$ cat src/inc/sadc_pkg.sv
package sadc_pkg;

  // Register byte offsets
  localparam logic [7:0] SADC_OFS_CTRL   = 8'h00;
  localparam logic [7:0] SADC_OFS_PERIOD = 8'h04;
  localparam logic [7:0] SADC_OFS_BUFSZ  = 8'h08;
  localparam logic [7:0] SADC_OFS_IRQV   = 8'h0C;
  localparam logic [7:0] SADC_OFS_STATUS = 8'h10;
  localparam logic [7:0] SADC_OFS_CLRFLG = 8'h14;
  localparam logic [7:0] SADC_OFS_ABORT  = 8'h18;
  localparam logic [7:0] SADC_OFS_SWTRIG = 8'h1C;
  localparam logic [7:0] SADC_OFS_SCANT  = 8'h20;
  localparam logic [7:0] SADC_OFS_CHCFG  = 8'h24;
  localparam logic [7:0] SADC_OFS_POS    = 8'h28;
  localparam logic [7:0] SADC_OFS_SAMPLE = 8'h2C;

  // Control, interrupt, command and scan table register fields
  localparam int SADC_CTL_DRDY_END = 0;
  localparam int SADC_CTL_FMT_OFS  = 1;
  localparam int SADC_CTL_SMODE_LO = 2;
  localparam int SADC_CTL_TMODE_LO = 4;
  localparam int SADC_IRQ_EN_BIT   = 8;
  localparam int SADC_CMD_BIT      = 0;
  localparam int SADC_SCANT_LAST   = 4;

  // Timing
  localparam int SADC_TICK_NS  = 50;
  localparam int SADC_CLK_NS   = 10;
  localparam int SADC_TICK_CYC = SADC_TICK_NS / SADC_CLK_NS;
  localparam int SADC_TRIG_OUT_NS  = 100;
  localparam int SADC_TRIG_OUT_CYC = SADC_TRIG_OUT_NS / SADC_CLK_NS;

  // Sizes and the sign-flip mask
  localparam int SADC_NCH        = 16;
  localparam int SADC_SCAN_LEN   = 16;
  localparam int SADC_MAX_LOG2   = 22;
  localparam int SADC_PERIOD_W   = 16;
  localparam int SADC_PRESC_W    = 16;
  localparam logic [15:0] SADC_SIGN_FLIP = 16'h8000;

  typedef enum logic [1:0] {
    SADC_SM_CONT   = 2'h0,
    SADC_SM_SINGLE = 2'h1,
    SADC_SM_REARM  = 2'h2,
    SADC_SM_ADV    = 2'h3
  } sadc_smode_t;

  typedef enum logic [2:0] {
    SADC_TM_OFF      = 3'h0,
    SADC_TM_SW       = 3'h1,
    SADC_TM_EXT      = 3'h2,
    SADC_TM_MST_SW   = 3'h3,
    SADC_TM_MST_EXT  = 3'h4,
    SADC_TM_SLAVE    = 3'h5
  } sadc_tmode_t;

  typedef enum logic [3:0] {
    SADC_ST_CFG  = 4'b0001,
    SADC_ST_ARM  = 4'b0010,
    SADC_ST_RUN  = 4'b0100,
    SADC_ST_DONE = 4'b1000
  } sadc_state_t;

  // Control parameters written by software
  typedef struct packed {
    logic        drdy_end;
    logic        fmt_offset;
    sadc_smode_t smode;
    sadc_tmode_t tmode;
    logic [15:0] period;
    logic [15:0] prescale;
    logic [4:0]  buf_log2;
    logic [7:0]  irq_vector;
    logic        irq_en;
  } sadc_cfg_t;

  // Sample handed to the buffer
  typedef struct packed {
    logic        valid;
    logic [3:0]  chan;
    logic [21:0] addr;
    logic [15:0] data;
  } sadc_wr_t;

endpackage : sadc_pkg

$ cat src/sadc_scan_ctrl.sv
// Our own choices: the APB slave port and the register addresses.
`timescale 1ns/1ns
module sadc_scan_ctrl
  import sadc_pkg::*;
#(
  parameter int MAX_LOG2 = SADC_MAX_LOG2,
  parameter int MEM_LOG2 = SADC_MAX_LOG2
) (
  input  wire logic        pclk,
  input  wire logic        presetn,
  input  wire logic        psel,
  input  wire logic        penable,
  input  wire logic        pwrite,
  input  wire logic [7:0]  paddr,
  input  wire logic [31:0] pwdata,
  output logic [31:0]      prdata,
  output logic             pready,
  output logic             pslverr,
  input  wire logic        external_trigger_in_n,
  input  wire logic        diff_trig_in_p,
  input  wire logic        diff_trig_in_n,
  output logic             diff_trig_out_p,
  output logic             diff_trig_out_n,
  input  wire logic [15:0] adc_data,
  output logic [3:0]       mux_chan,
  output logic [1:0]       chan_range,
  output logic [1:0]       chan_filter,
  output sadc_wr_t         buf_wr,
  output logic             irq_req,
  output logic [7:0]       irq_vector
);

  typedef struct packed {
    sadc_cfg_t   cfg;
    sadc_state_t st;
    logic [SADC_SCAN_LEN-1:0][4:0] tbl;
    logic [SADC_NCH-1:0][3:0]      rng_filt;
    logic        cfg_done;
    logic        drdy;
    logic        armed;
    logic        trig;
    logic        cmd_clr;
    logic        cmd_abort;
    logic        cmd_sw;
    logic        cfg_chg;
    logic [3:0]  tidx;
    logic [21:0] pos;
    logic [15:0] cnt_per;
    logic [15:0] cnt_pre;
    logic [2:0]  cnt_tick;
    logic        ext_q;
    logic        dif_q;
    logic [3:0]  tout;
    logic        adv_go;
    sadc_wr_t    wr;
    logic [31:0] rdata;
  } sadc_regs_t;

  sadc_regs_t s_r;
  sadc_regs_t s_nxt;

  // Clamp buffer exponent to the smaller of MAX_LOG2 and MEM_LOG2
  function automatic logic [4:0] buf_lim(input logic [4:0] req);
    logic [4:0] lim;
    lim = (MAX_LOG2 < MEM_LOG2) ? 5'(MAX_LOG2) : 5'(MEM_LOG2);
    return (req > lim) ? lim : req;
  endfunction : buf_lim

  function automatic logic [21:0] buf_last(input logic [4:0] l2);
    return 22'((23'h1 << l2) - 23'h1);
  endfunction : buf_last

  logic        wr_acc;
  logic        rd_acc;
  logic        trig_ev;
  logic        valid_trig;
  logic        sample_tick;
  logic [21:0] last;
  logic [21:0] mid;
  logic        mode_chg;

  assign pready  = 1'b1;
  assign pslverr = 1'b0;
  assign wr_acc  = psel & penable & pwrite;
  assign rd_acc  = psel & ~penable & ~pwrite;
  assign prdata  = s_r.rdata;
  assign diff_trig_out_p = (s_r.tout != 4'h0);
  assign diff_trig_out_n = ~diff_trig_out_p;
  assign irq_vector = s_r.cfg.irq_vector;
  assign buf_wr   = s_r.wr;
  assign mux_chan = s_r.tbl[s_r.tidx][3:0];
  assign chan_range  = s_r.rng_filt[mux_chan][1:0];
  assign chan_filter = s_r.rng_filt[mux_chan][3:2];

  always_comb begin
    s_nxt = s_r;
    mode_chg = 1'b0;
    last = buf_last(buf_lim(s_r.cfg.buf_log2));
    mid  = last >> 1;
    // Command bits self-clear after one cycle of service
    s_nxt.cmd_clr   = 1'b0;
    s_nxt.cmd_abort = 1'b0;
    s_nxt.cmd_sw    = 1'b0;
    s_nxt.cfg_chg   = 1'b0;
    s_nxt.wr.valid  = 1'b0;
    s_nxt.adv_go    = 1'b0;
    if (s_r.tout != 4'h0) begin
      s_nxt.tout = s_r.tout - 4'h1;
    end
    // Register writes
    if (wr_acc) begin
      case (paddr)
        SADC_OFS_CTRL: begin
          s_nxt.cfg.drdy_end   = pwdata[SADC_CTL_DRDY_END];
          s_nxt.cfg.fmt_offset = pwdata[SADC_CTL_FMT_OFS];
          s_nxt.cfg.smode = sadc_smode_t'(pwdata[SADC_CTL_SMODE_LO +: 2]);
          s_nxt.cfg.tmode = sadc_tmode_t'(pwdata[SADC_CTL_TMODE_LO +: 3]);
          mode_chg = 1'b1;
        end
        SADC_OFS_PERIOD: begin
          s_nxt.cfg.period   = pwdata[15:0];
          s_nxt.cfg.prescale = pwdata[31:16];
          mode_chg = 1'b1;
        end
        SADC_OFS_BUFSZ: begin
          s_nxt.cfg.buf_log2 = pwdata[4:0];
          mode_chg = 1'b1;
        end
        SADC_OFS_IRQV: begin
          s_nxt.cfg.irq_vector = pwdata[7:0];
          s_nxt.cfg.irq_en     = pwdata[SADC_IRQ_EN_BIT];
        end
        SADC_OFS_CLRFLG: s_nxt.cmd_clr   = pwdata[SADC_CMD_BIT];
        SADC_OFS_ABORT:  s_nxt.cmd_abort = pwdata[SADC_CMD_BIT];
        SADC_OFS_SWTRIG: s_nxt.cmd_sw    = pwdata[SADC_CMD_BIT];
        SADC_OFS_SCANT: begin
          s_nxt.tbl[pwdata[11:8]] = pwdata[4:0];
          mode_chg = 1'b1;
        end
        SADC_OFS_CHCFG: begin
          s_nxt.rng_filt[pwdata[11:8]] = pwdata[3:0];
          mode_chg = 1'b1;
        end
        default: begin
        end
      endcase
    end
    s_nxt.cfg_chg = mode_chg;
    // Trigger sources by mode
    s_nxt.ext_q = external_trigger_in_n;
    s_nxt.dif_q = diff_trig_in_p & ~diff_trig_in_n;
    case (s_r.cfg.tmode)
      SADC_TM_SW, SADC_TM_MST_SW: trig_ev = s_r.cmd_sw;
      SADC_TM_EXT, SADC_TM_MST_EXT:
        trig_ev = s_r.ext_q & ~external_trigger_in_n;
      SADC_TM_SLAVE: trig_ev = ~s_r.dif_q & diff_trig_in_p & ~diff_trig_in_n;
      default: trig_ev = 1'b0;
    endcase
    valid_trig = trig_ev & s_r.armed & (s_r.cfg.smode != SADC_SM_CONT);
    if (valid_trig && (s_r.cfg.tmode == SADC_TM_MST_SW ||
                       s_r.cfg.tmode == SADC_TM_MST_EXT)) begin
      s_nxt.tout = 4'(SADC_TRIG_OUT_CYC);
    end
    // Sample clock: 50 ns tick, then prescale, then period
    sample_tick = 1'b0;
    if (s_r.st == SADC_ST_RUN) begin
      if (s_r.cnt_tick == 3'(SADC_TICK_CYC - 1)) begin
        s_nxt.cnt_tick = 3'h0;
        if (s_r.cnt_pre == s_r.cfg.prescale) begin
          s_nxt.cnt_pre = 16'h0;
          if (s_r.cnt_per == s_r.cfg.period) begin
            s_nxt.cnt_per = 16'h0;
            sample_tick = 1'b1;
          end else begin
            s_nxt.cnt_per = s_r.cnt_per + 16'h1;
          end
        end else begin
          s_nxt.cnt_pre = s_r.cnt_pre + 16'h1;
        end
      end else begin
        s_nxt.cnt_tick = s_r.cnt_tick + 3'h1;
      end
    end else begin
      s_nxt.cnt_tick = 3'h0;
      s_nxt.cnt_pre  = 16'h0;
      s_nxt.cnt_per  = 16'h0;
    end
    // Scan state machine
    case (s_r.st)
      SADC_ST_CFG: begin
        s_nxt.pos  = 22'h0;
        s_nxt.tidx = 4'h0;
        s_nxt.cfg_done = 1'b1;
        if (s_r.cfg.smode == SADC_SM_CONT) begin
          s_nxt.st = SADC_ST_RUN;
          s_nxt.armed = 1'b0;
        end else begin
          s_nxt.st = SADC_ST_ARM;
          s_nxt.armed = 1'b1;
        end
      end
      SADC_ST_ARM: begin
        if (valid_trig) begin
          s_nxt.armed = 1'b0;
          s_nxt.trig  = 1'b1;
          s_nxt.st    = SADC_ST_RUN;
          s_nxt.adv_go = 1'b1;
          s_nxt.armed = (s_r.cfg.smode == SADC_SM_ADV) ? 1'b0 : 1'b0;
        end
      end
      SADC_ST_RUN: begin
        if (s_r.cfg.smode == SADC_SM_ADV) begin
          // One sample per trigger, then wait for the next
          if (s_r.adv_go) begin
            sample_tick = 1'b1;
          end
        end
        if (sample_tick) begin
          s_nxt.wr.valid = 1'b1;
          s_nxt.wr.chan  = s_r.tbl[s_r.tidx][3:0];
          s_nxt.wr.addr  = s_r.pos;
          s_nxt.wr.data  = s_r.cfg.fmt_offset ? (adc_data ^ SADC_SIGN_FLIP)
                                              : adc_data;
          if (s_r.tbl[s_r.tidx][SADC_SCANT_LAST] ||
              s_r.tidx == 4'(SADC_SCAN_LEN - 1)) begin
            s_nxt.tidx = 4'h0;
          end else begin
            s_nxt.tidx = s_r.tidx + 4'h1;
          end
          if ((s_r.cfg.drdy_end && s_r.pos == last) ||
              (!s_r.cfg.drdy_end && s_r.pos == mid)) begin
            s_nxt.drdy = 1'b1;
          end
          if (s_r.pos == last) begin
            s_nxt.pos = 22'h0;
            case (s_r.cfg.smode)
              SADC_SM_CONT: s_nxt.st = SADC_ST_RUN;
              SADC_SM_SINGLE: begin
                s_nxt.st = SADC_ST_DONE;
                s_nxt.trig = 1'b0;
              end
              default: begin
                s_nxt.st = SADC_ST_ARM;
                s_nxt.armed = 1'b1;
                s_nxt.trig = 1'b0;
              end
            endcase
          end else begin
            s_nxt.pos = s_r.pos + 22'h1;
            if (s_r.cfg.smode == SADC_SM_ADV) begin
              s_nxt.st = SADC_ST_ARM;
              s_nxt.armed = 1'b1;
            end
          end
        end
      end
      SADC_ST_DONE: begin
        // Further triggers ignored until abort or a parameter change
        s_nxt.armed = 1'b0;
      end
      default: s_nxt.st = SADC_ST_CFG;
    endcase
    // Flag clears; a data-ready set in the same cycle wins, cfg_done clears anyway
    if (s_r.cmd_clr || s_r.cmd_abort) begin
      s_nxt.cfg_done = 1'b0;
      if (!(s_nxt.drdy && !s_r.drdy)) begin
        s_nxt.drdy = 1'b0;
      end
    end
    // Abort or parameter change reconfigures
    if (s_r.cmd_abort || s_r.cfg_chg) begin
      s_nxt.st    = SADC_ST_CFG;
      s_nxt.trig  = 1'b0;
      s_nxt.armed = 1'b0;
      if (s_r.cfg_chg) begin
        s_nxt.cfg_done = 1'b0;
      end
    end
    // Register reads
    s_nxt.rdata = 32'h0;
    if (rd_acc) begin
      case (paddr)
        SADC_OFS_CTRL: s_nxt.rdata = {24'h0, 1'b0, s_r.cfg.tmode, s_r.cfg.smode,
                                      s_r.cfg.fmt_offset, s_r.cfg.drdy_end};
        SADC_OFS_PERIOD: s_nxt.rdata = {s_r.cfg.prescale, s_r.cfg.period};
        SADC_OFS_BUFSZ:  s_nxt.rdata = {27'h0, buf_lim(s_r.cfg.buf_log2)};
        SADC_OFS_IRQV:   s_nxt.rdata = {23'h0, s_r.cfg.irq_en, s_r.cfg.irq_vector};
        SADC_OFS_STATUS: s_nxt.rdata = {28'h0, s_r.trig, s_r.armed, s_r.drdy,
                                        s_r.cfg_done};
        SADC_OFS_CLRFLG: s_nxt.rdata = {31'h0, s_r.cmd_clr};
        SADC_OFS_ABORT:  s_nxt.rdata = {31'h0, s_r.cmd_abort | s_r.cfg_chg};
        SADC_OFS_SWTRIG: s_nxt.rdata = {31'h0, s_r.cmd_sw};
        SADC_OFS_POS:    s_nxt.rdata = {10'h0, s_r.pos};
        SADC_OFS_SAMPLE: s_nxt.rdata = {16'h0, s_r.wr.data};
        default: s_nxt.rdata = 32'h0;
      endcase
    end
  end

  // Interrupt request follows the data-ready flag when enabled
  assign irq_req = s_r.drdy & s_r.cfg.irq_en;

  // State register
  always_ff @(posedge pclk or negedge presetn) begin
    if (!presetn) begin
      s_r <= '0;
      s_r.st <= SADC_ST_CFG;
      s_r.ext_q <= 1'b1;
    end else begin
      s_r <= s_nxt;
    end
  end

endmodule : sadc_scan_ctrl
$ cat config.mk
export PLATFORM = sky130hd
export DESIGN_NAME = sadc_scan_ctrl
export DESIGN_NICKNAME = d
export VERILOG_FILES = /design/src/inc/sadc_pkg.sv /design/src/sadc_scan_ctrl.sv
export SDC_FILE = /design/constraint.sdc
export NUM_CORES = 1
export LEC_CHECK = 0
export ABC_AREA = 1
export BUFFER_PORTS_ARGS = -buffer_cell sky130_fd_sc_hd__buf_2
export CAP_MARGIN = 20
export CORE_MARGIN = 2
export CORE_UTILIZATION = 60
export DETAILED_ROUTE_END_ITERATION = 10
export PLACE_DENSITY = 0.82
export SYNTH_ARGS = -nofsm -noshare
export SYNTH_HDL_FRONTEND = slang
export SYNTH_SLANG_ARGS = --single-unit
$ cat constraint.sdc
create_clock -name pclk -period 3 [get_ports pclk]
set_input_delay 0.15 -clock pclk [delete_from_list [all_inputs] [get_ports pclk]]
set_output_delay 0.15 -clock pclk [all_outputs]
set_load 0.02 [all_outputs]
==> out/metrics.cfg <==
[layout]
stdcell_count = 2856
drive_above_1_share_pct = 16.8
finish.net_count = 2508
final-seq-area_um2 = 8810
fillers = 2259
multiInputGateArea_um2 = 7890
syn2layout_area_growth_pct = 17.9
design_area_um2 = 21400
num_antenna_cells = 0

[power_and_ir_drop]
power-per-cell-area_nw_per_um2 = 723
switchingPower_mw = 5.42
clock_power_share_pct = 31.6
combPwrFrac_pct = 36.3
netSwitchingFraction_pct = 35.0
ir_worst_vdd_uv = 819
p_leak_nw = 10.2
power_mw = 15.5
internal-power_mw = 10.1
p_seq_share_pct = 32.1

[die]
die_area_um2 = 31700
rows = 63
io_pins = 160
start_util_pct = 61.2
die_width_um = 178
fp.coreArea_um2 = 29700
fp.dieH_um = 178

[place]
globalplace.congestion = 0.966
place_inst = 2710
port-buffer-count = 157
dp_hpwl_mm = 37.7
placed_cell_area_um2 = 19000

[timing]
finalWorstSetupSlack_ns = -0.184
hold_ws_ns = 0.00466
slew_headroom_pct = 23.9
fmax_mhz = 314
worst_pin_slew_ns = 1.13
fin_crit_sh_pct = 106
rsz0062_at_grt = yes
clock_skew_ns = 0.0165
slew_violations = 0
finalSetupViolations = 4
fin_crit_ns = 3.18
hold_violations = 0
setup_tns_ns = -0.683

[critical_path]
cp.required_ns = 2.85
crit_arrival_ns = 3.03
cp-start-kind = flip-flop
cp-end-kind = output pin
crit_type = reg -> out
crit_path_max_fanout = 8

[drt]
vias_per_cell = 5.96
antenna_left = 0
firstDrtPassIters = 6
drt_iter0_markers = 1909
vias = 17032
drc_errors = 0
wirelength_mm = 55.5
wl_per_cell_um = 19.4

[clock_tree]
path_clk_slew_ns = 0.06
cts_made_buffers = 38
cts.sinks = 352
cts-root-buf = clkbuf_16
cts_tree = built
htree_levels = 2
worstSkewPairLatency_ns = 0.54
clockBufferDepth = 3

[yosys]
synth_fp_nets = 2340
synthTopCellsByArea = dfrtp_1, nand2_1, o21ai_0
ys_seq_elements = 352
synthTopCellsByCount = nand2_1, dfrtp_1, o21ai_0
synth.most_common_cell = nand2_1
avgSynthCellArea_um2 = 8.02
netlist_area_um2 = 18200
yosysSeqAreaShare_pct = 48.4
ys_types = 60
ys_warn_count = 0
yosysTopAreaCellShare_pct = 48.1
yosysTopAreaCell = dfrtp_1
syn_inst = 2268
dominantRegCellSynth = dfrtp_1
synthArstFlopShare_pct = 100
synth_edf_count = 0

[grt]
grt.overflow.total = 0
grt_use_total_pct = 35.1
grt_pass1_wl_mm = 86.5
grt_max_degree = 91
first_global_vias = 16302
antenna_found_initial = 0

[run_status]
violations = setup timing
status = finished, violations left

[worst_hold_path]
hp-class = in -> reg

[run]
drv_cap = 0

## registers in the layout (all words and copies together), names as in the netlist
name and cells:
s_r 269, buf_wr 43, prdata 32, irq_vector 8
## placed cells by master (no fill, tap or decap), types with 5 or more instances in the layout
| cell type | netlist | routed |
|---|---|---|
| ha_1 | 8 | 7 |
| o211ai_1 | 14 | 14 |
| or2_2 | 8 | 7 |
| o21ai_2 | 1 | 10 |
| buf_12 | 0 | 8 |
| dfrtp_1 | 350 | 347 |
| xor2_1 | 49 | 49 |
| dlygate4sd3_1 | 0 | 47 |
| clkbuf_8 | 0 | 10 |
| nand4_1 | 31 | 31 |
| clkinv_1 | 8 | 7 |
| inv_2 | 8 | 6 |
| a221oi_1 | 15 | 15 |
| o221ai_1 | 11 | 10 |
| xnor2_1 | 9 | 9 |
| clkinv_2 | 0 | 5 |
| nand2_2 | 6 | 9 |
| buf_6 | 4 | 11 |
| nor2_2 | 3 | 16 |
| buf_2 | 9 | 154 |
| o22ai_1 | 24 | 20 |
| a21oi_1 | 57 | 57 |
| buf_4 | 89 | 69 |
| nor2_1 | 253 | 238 |
| nand3_1 | 88 | 85 |
| clkbuf_16 | 0 | 41 |
| nand2_1 | 524 | 519 |
| nor4_1 | 11 | 11 |
| clkbuf_1 | 67 | 9 |
| nor3_1 | 47 | 45 |
| mux2_2 | 9 | 9 |
| o21ai_0 | 318 | 301 |
| o21ai_1 | 1 | 9 |
| a31oi_1 | 8 | 8 |
| o32ai_1 | 13 | 10 |
| inv_1 | 173 | 171 |
## cells by family (layout without fill, tap and decap cells)
group,after synthesis,in the layout,synth area share [%]
AO/OA/AOI/OAI,489,489,15.3
XOR/XNOR,59,59,2.88
adder cells (fa/ha/maj),8,8,0.550
buffers and inverters,359,557,9.47
flip-flops,352,352,48.4
multiplexers,10,10,0.612
other,2,2,0.0413
AND/OR/NAND/NOR,989,989,22.7
## cell type report
type	instances	area share, %
clock inverters	12	0.776
well taps	390	2.28
repair buffers	297	10.3
multi-input cells	1557	36.8
flip-flops and latches	352	41.1
inverters	189	3.37
repair inverters	1	0.0350
clock buffers	58	5.35
## power groups by stage
stage	clock network, mW	registers, mW	logic (mW)
after floorplan	0	5.01	2.74
after global placement	0	5.04	4.06
after detailed placement	0	5.05	4.10
after CTS	4.92	4.96	4.99
after global routing	5.14	4.98	6.09
final	4.89	4.98	5.63
## final timing paths
kind / endpoint / depth (start not counted) / slack [ns] / from
hold / removal: s_r[335] / 3 / 0.005 / pwdata[6]
max in group asynchronous: s_r[245] / 3 / 1.84 / presetn
hold reg to reg: s_r[150] / 1 / 0.45 / s_r[143]
setup / recovery: chan_range[1] / 14 / -0.18 / s_r[139]
setup reg to reg: s_r[148] / 17 / 0.20 / s_r[312]
min in group asynchronous: s_r[310] / 2 / 0.22 / presetn
## per-layer routing
metal	routed length, um	track usage [%]	share of wire, %
met5	0	0	0
met1	22000	45.7	40
met4	2660	15.9	4.8
met3	4690	5.65	8.4
met2	26200	57.8	47
## critical path: stages (launching register included)
cell,delay (ns)
dfrtp_2,0.43
inv_4,0.07
buf_8,0.13
buf_4,0.14
nor2_2,0.09
o221ai_1,0.13
o211ai_1,0.16
nand2_2,0.22
buf_6,0.19
buf_12,0.13
o21ai_2,0.12
o32ai_2,0.09
o211ai_1,0.30
nand2_1,0.14
buf_6,0.15
## metrics by stage
step | util, % | worst slack [ns]
6_report | 72.2 | -0.184
3_3_place_gp | 64.0 | 0.0878
2_1_floorplan | - | 0.302
4_1_cts | 71.4 | -0.0745
3_5_place_dp | 64.0 | -0.0430
5_1_grt | 72.2 | -0.299
## repair_timing
action,4_1_cts,5_1_grt
pin swaps,13,22
endpoints found under the hold margin,133,0
gates cloned,6,2
setup buffers,17,5
gates resized for setup,65,47
setup endpoints to repair,7,33
hold buffers,47,0
Note: power is estimated with default switching activity, not from simulation.
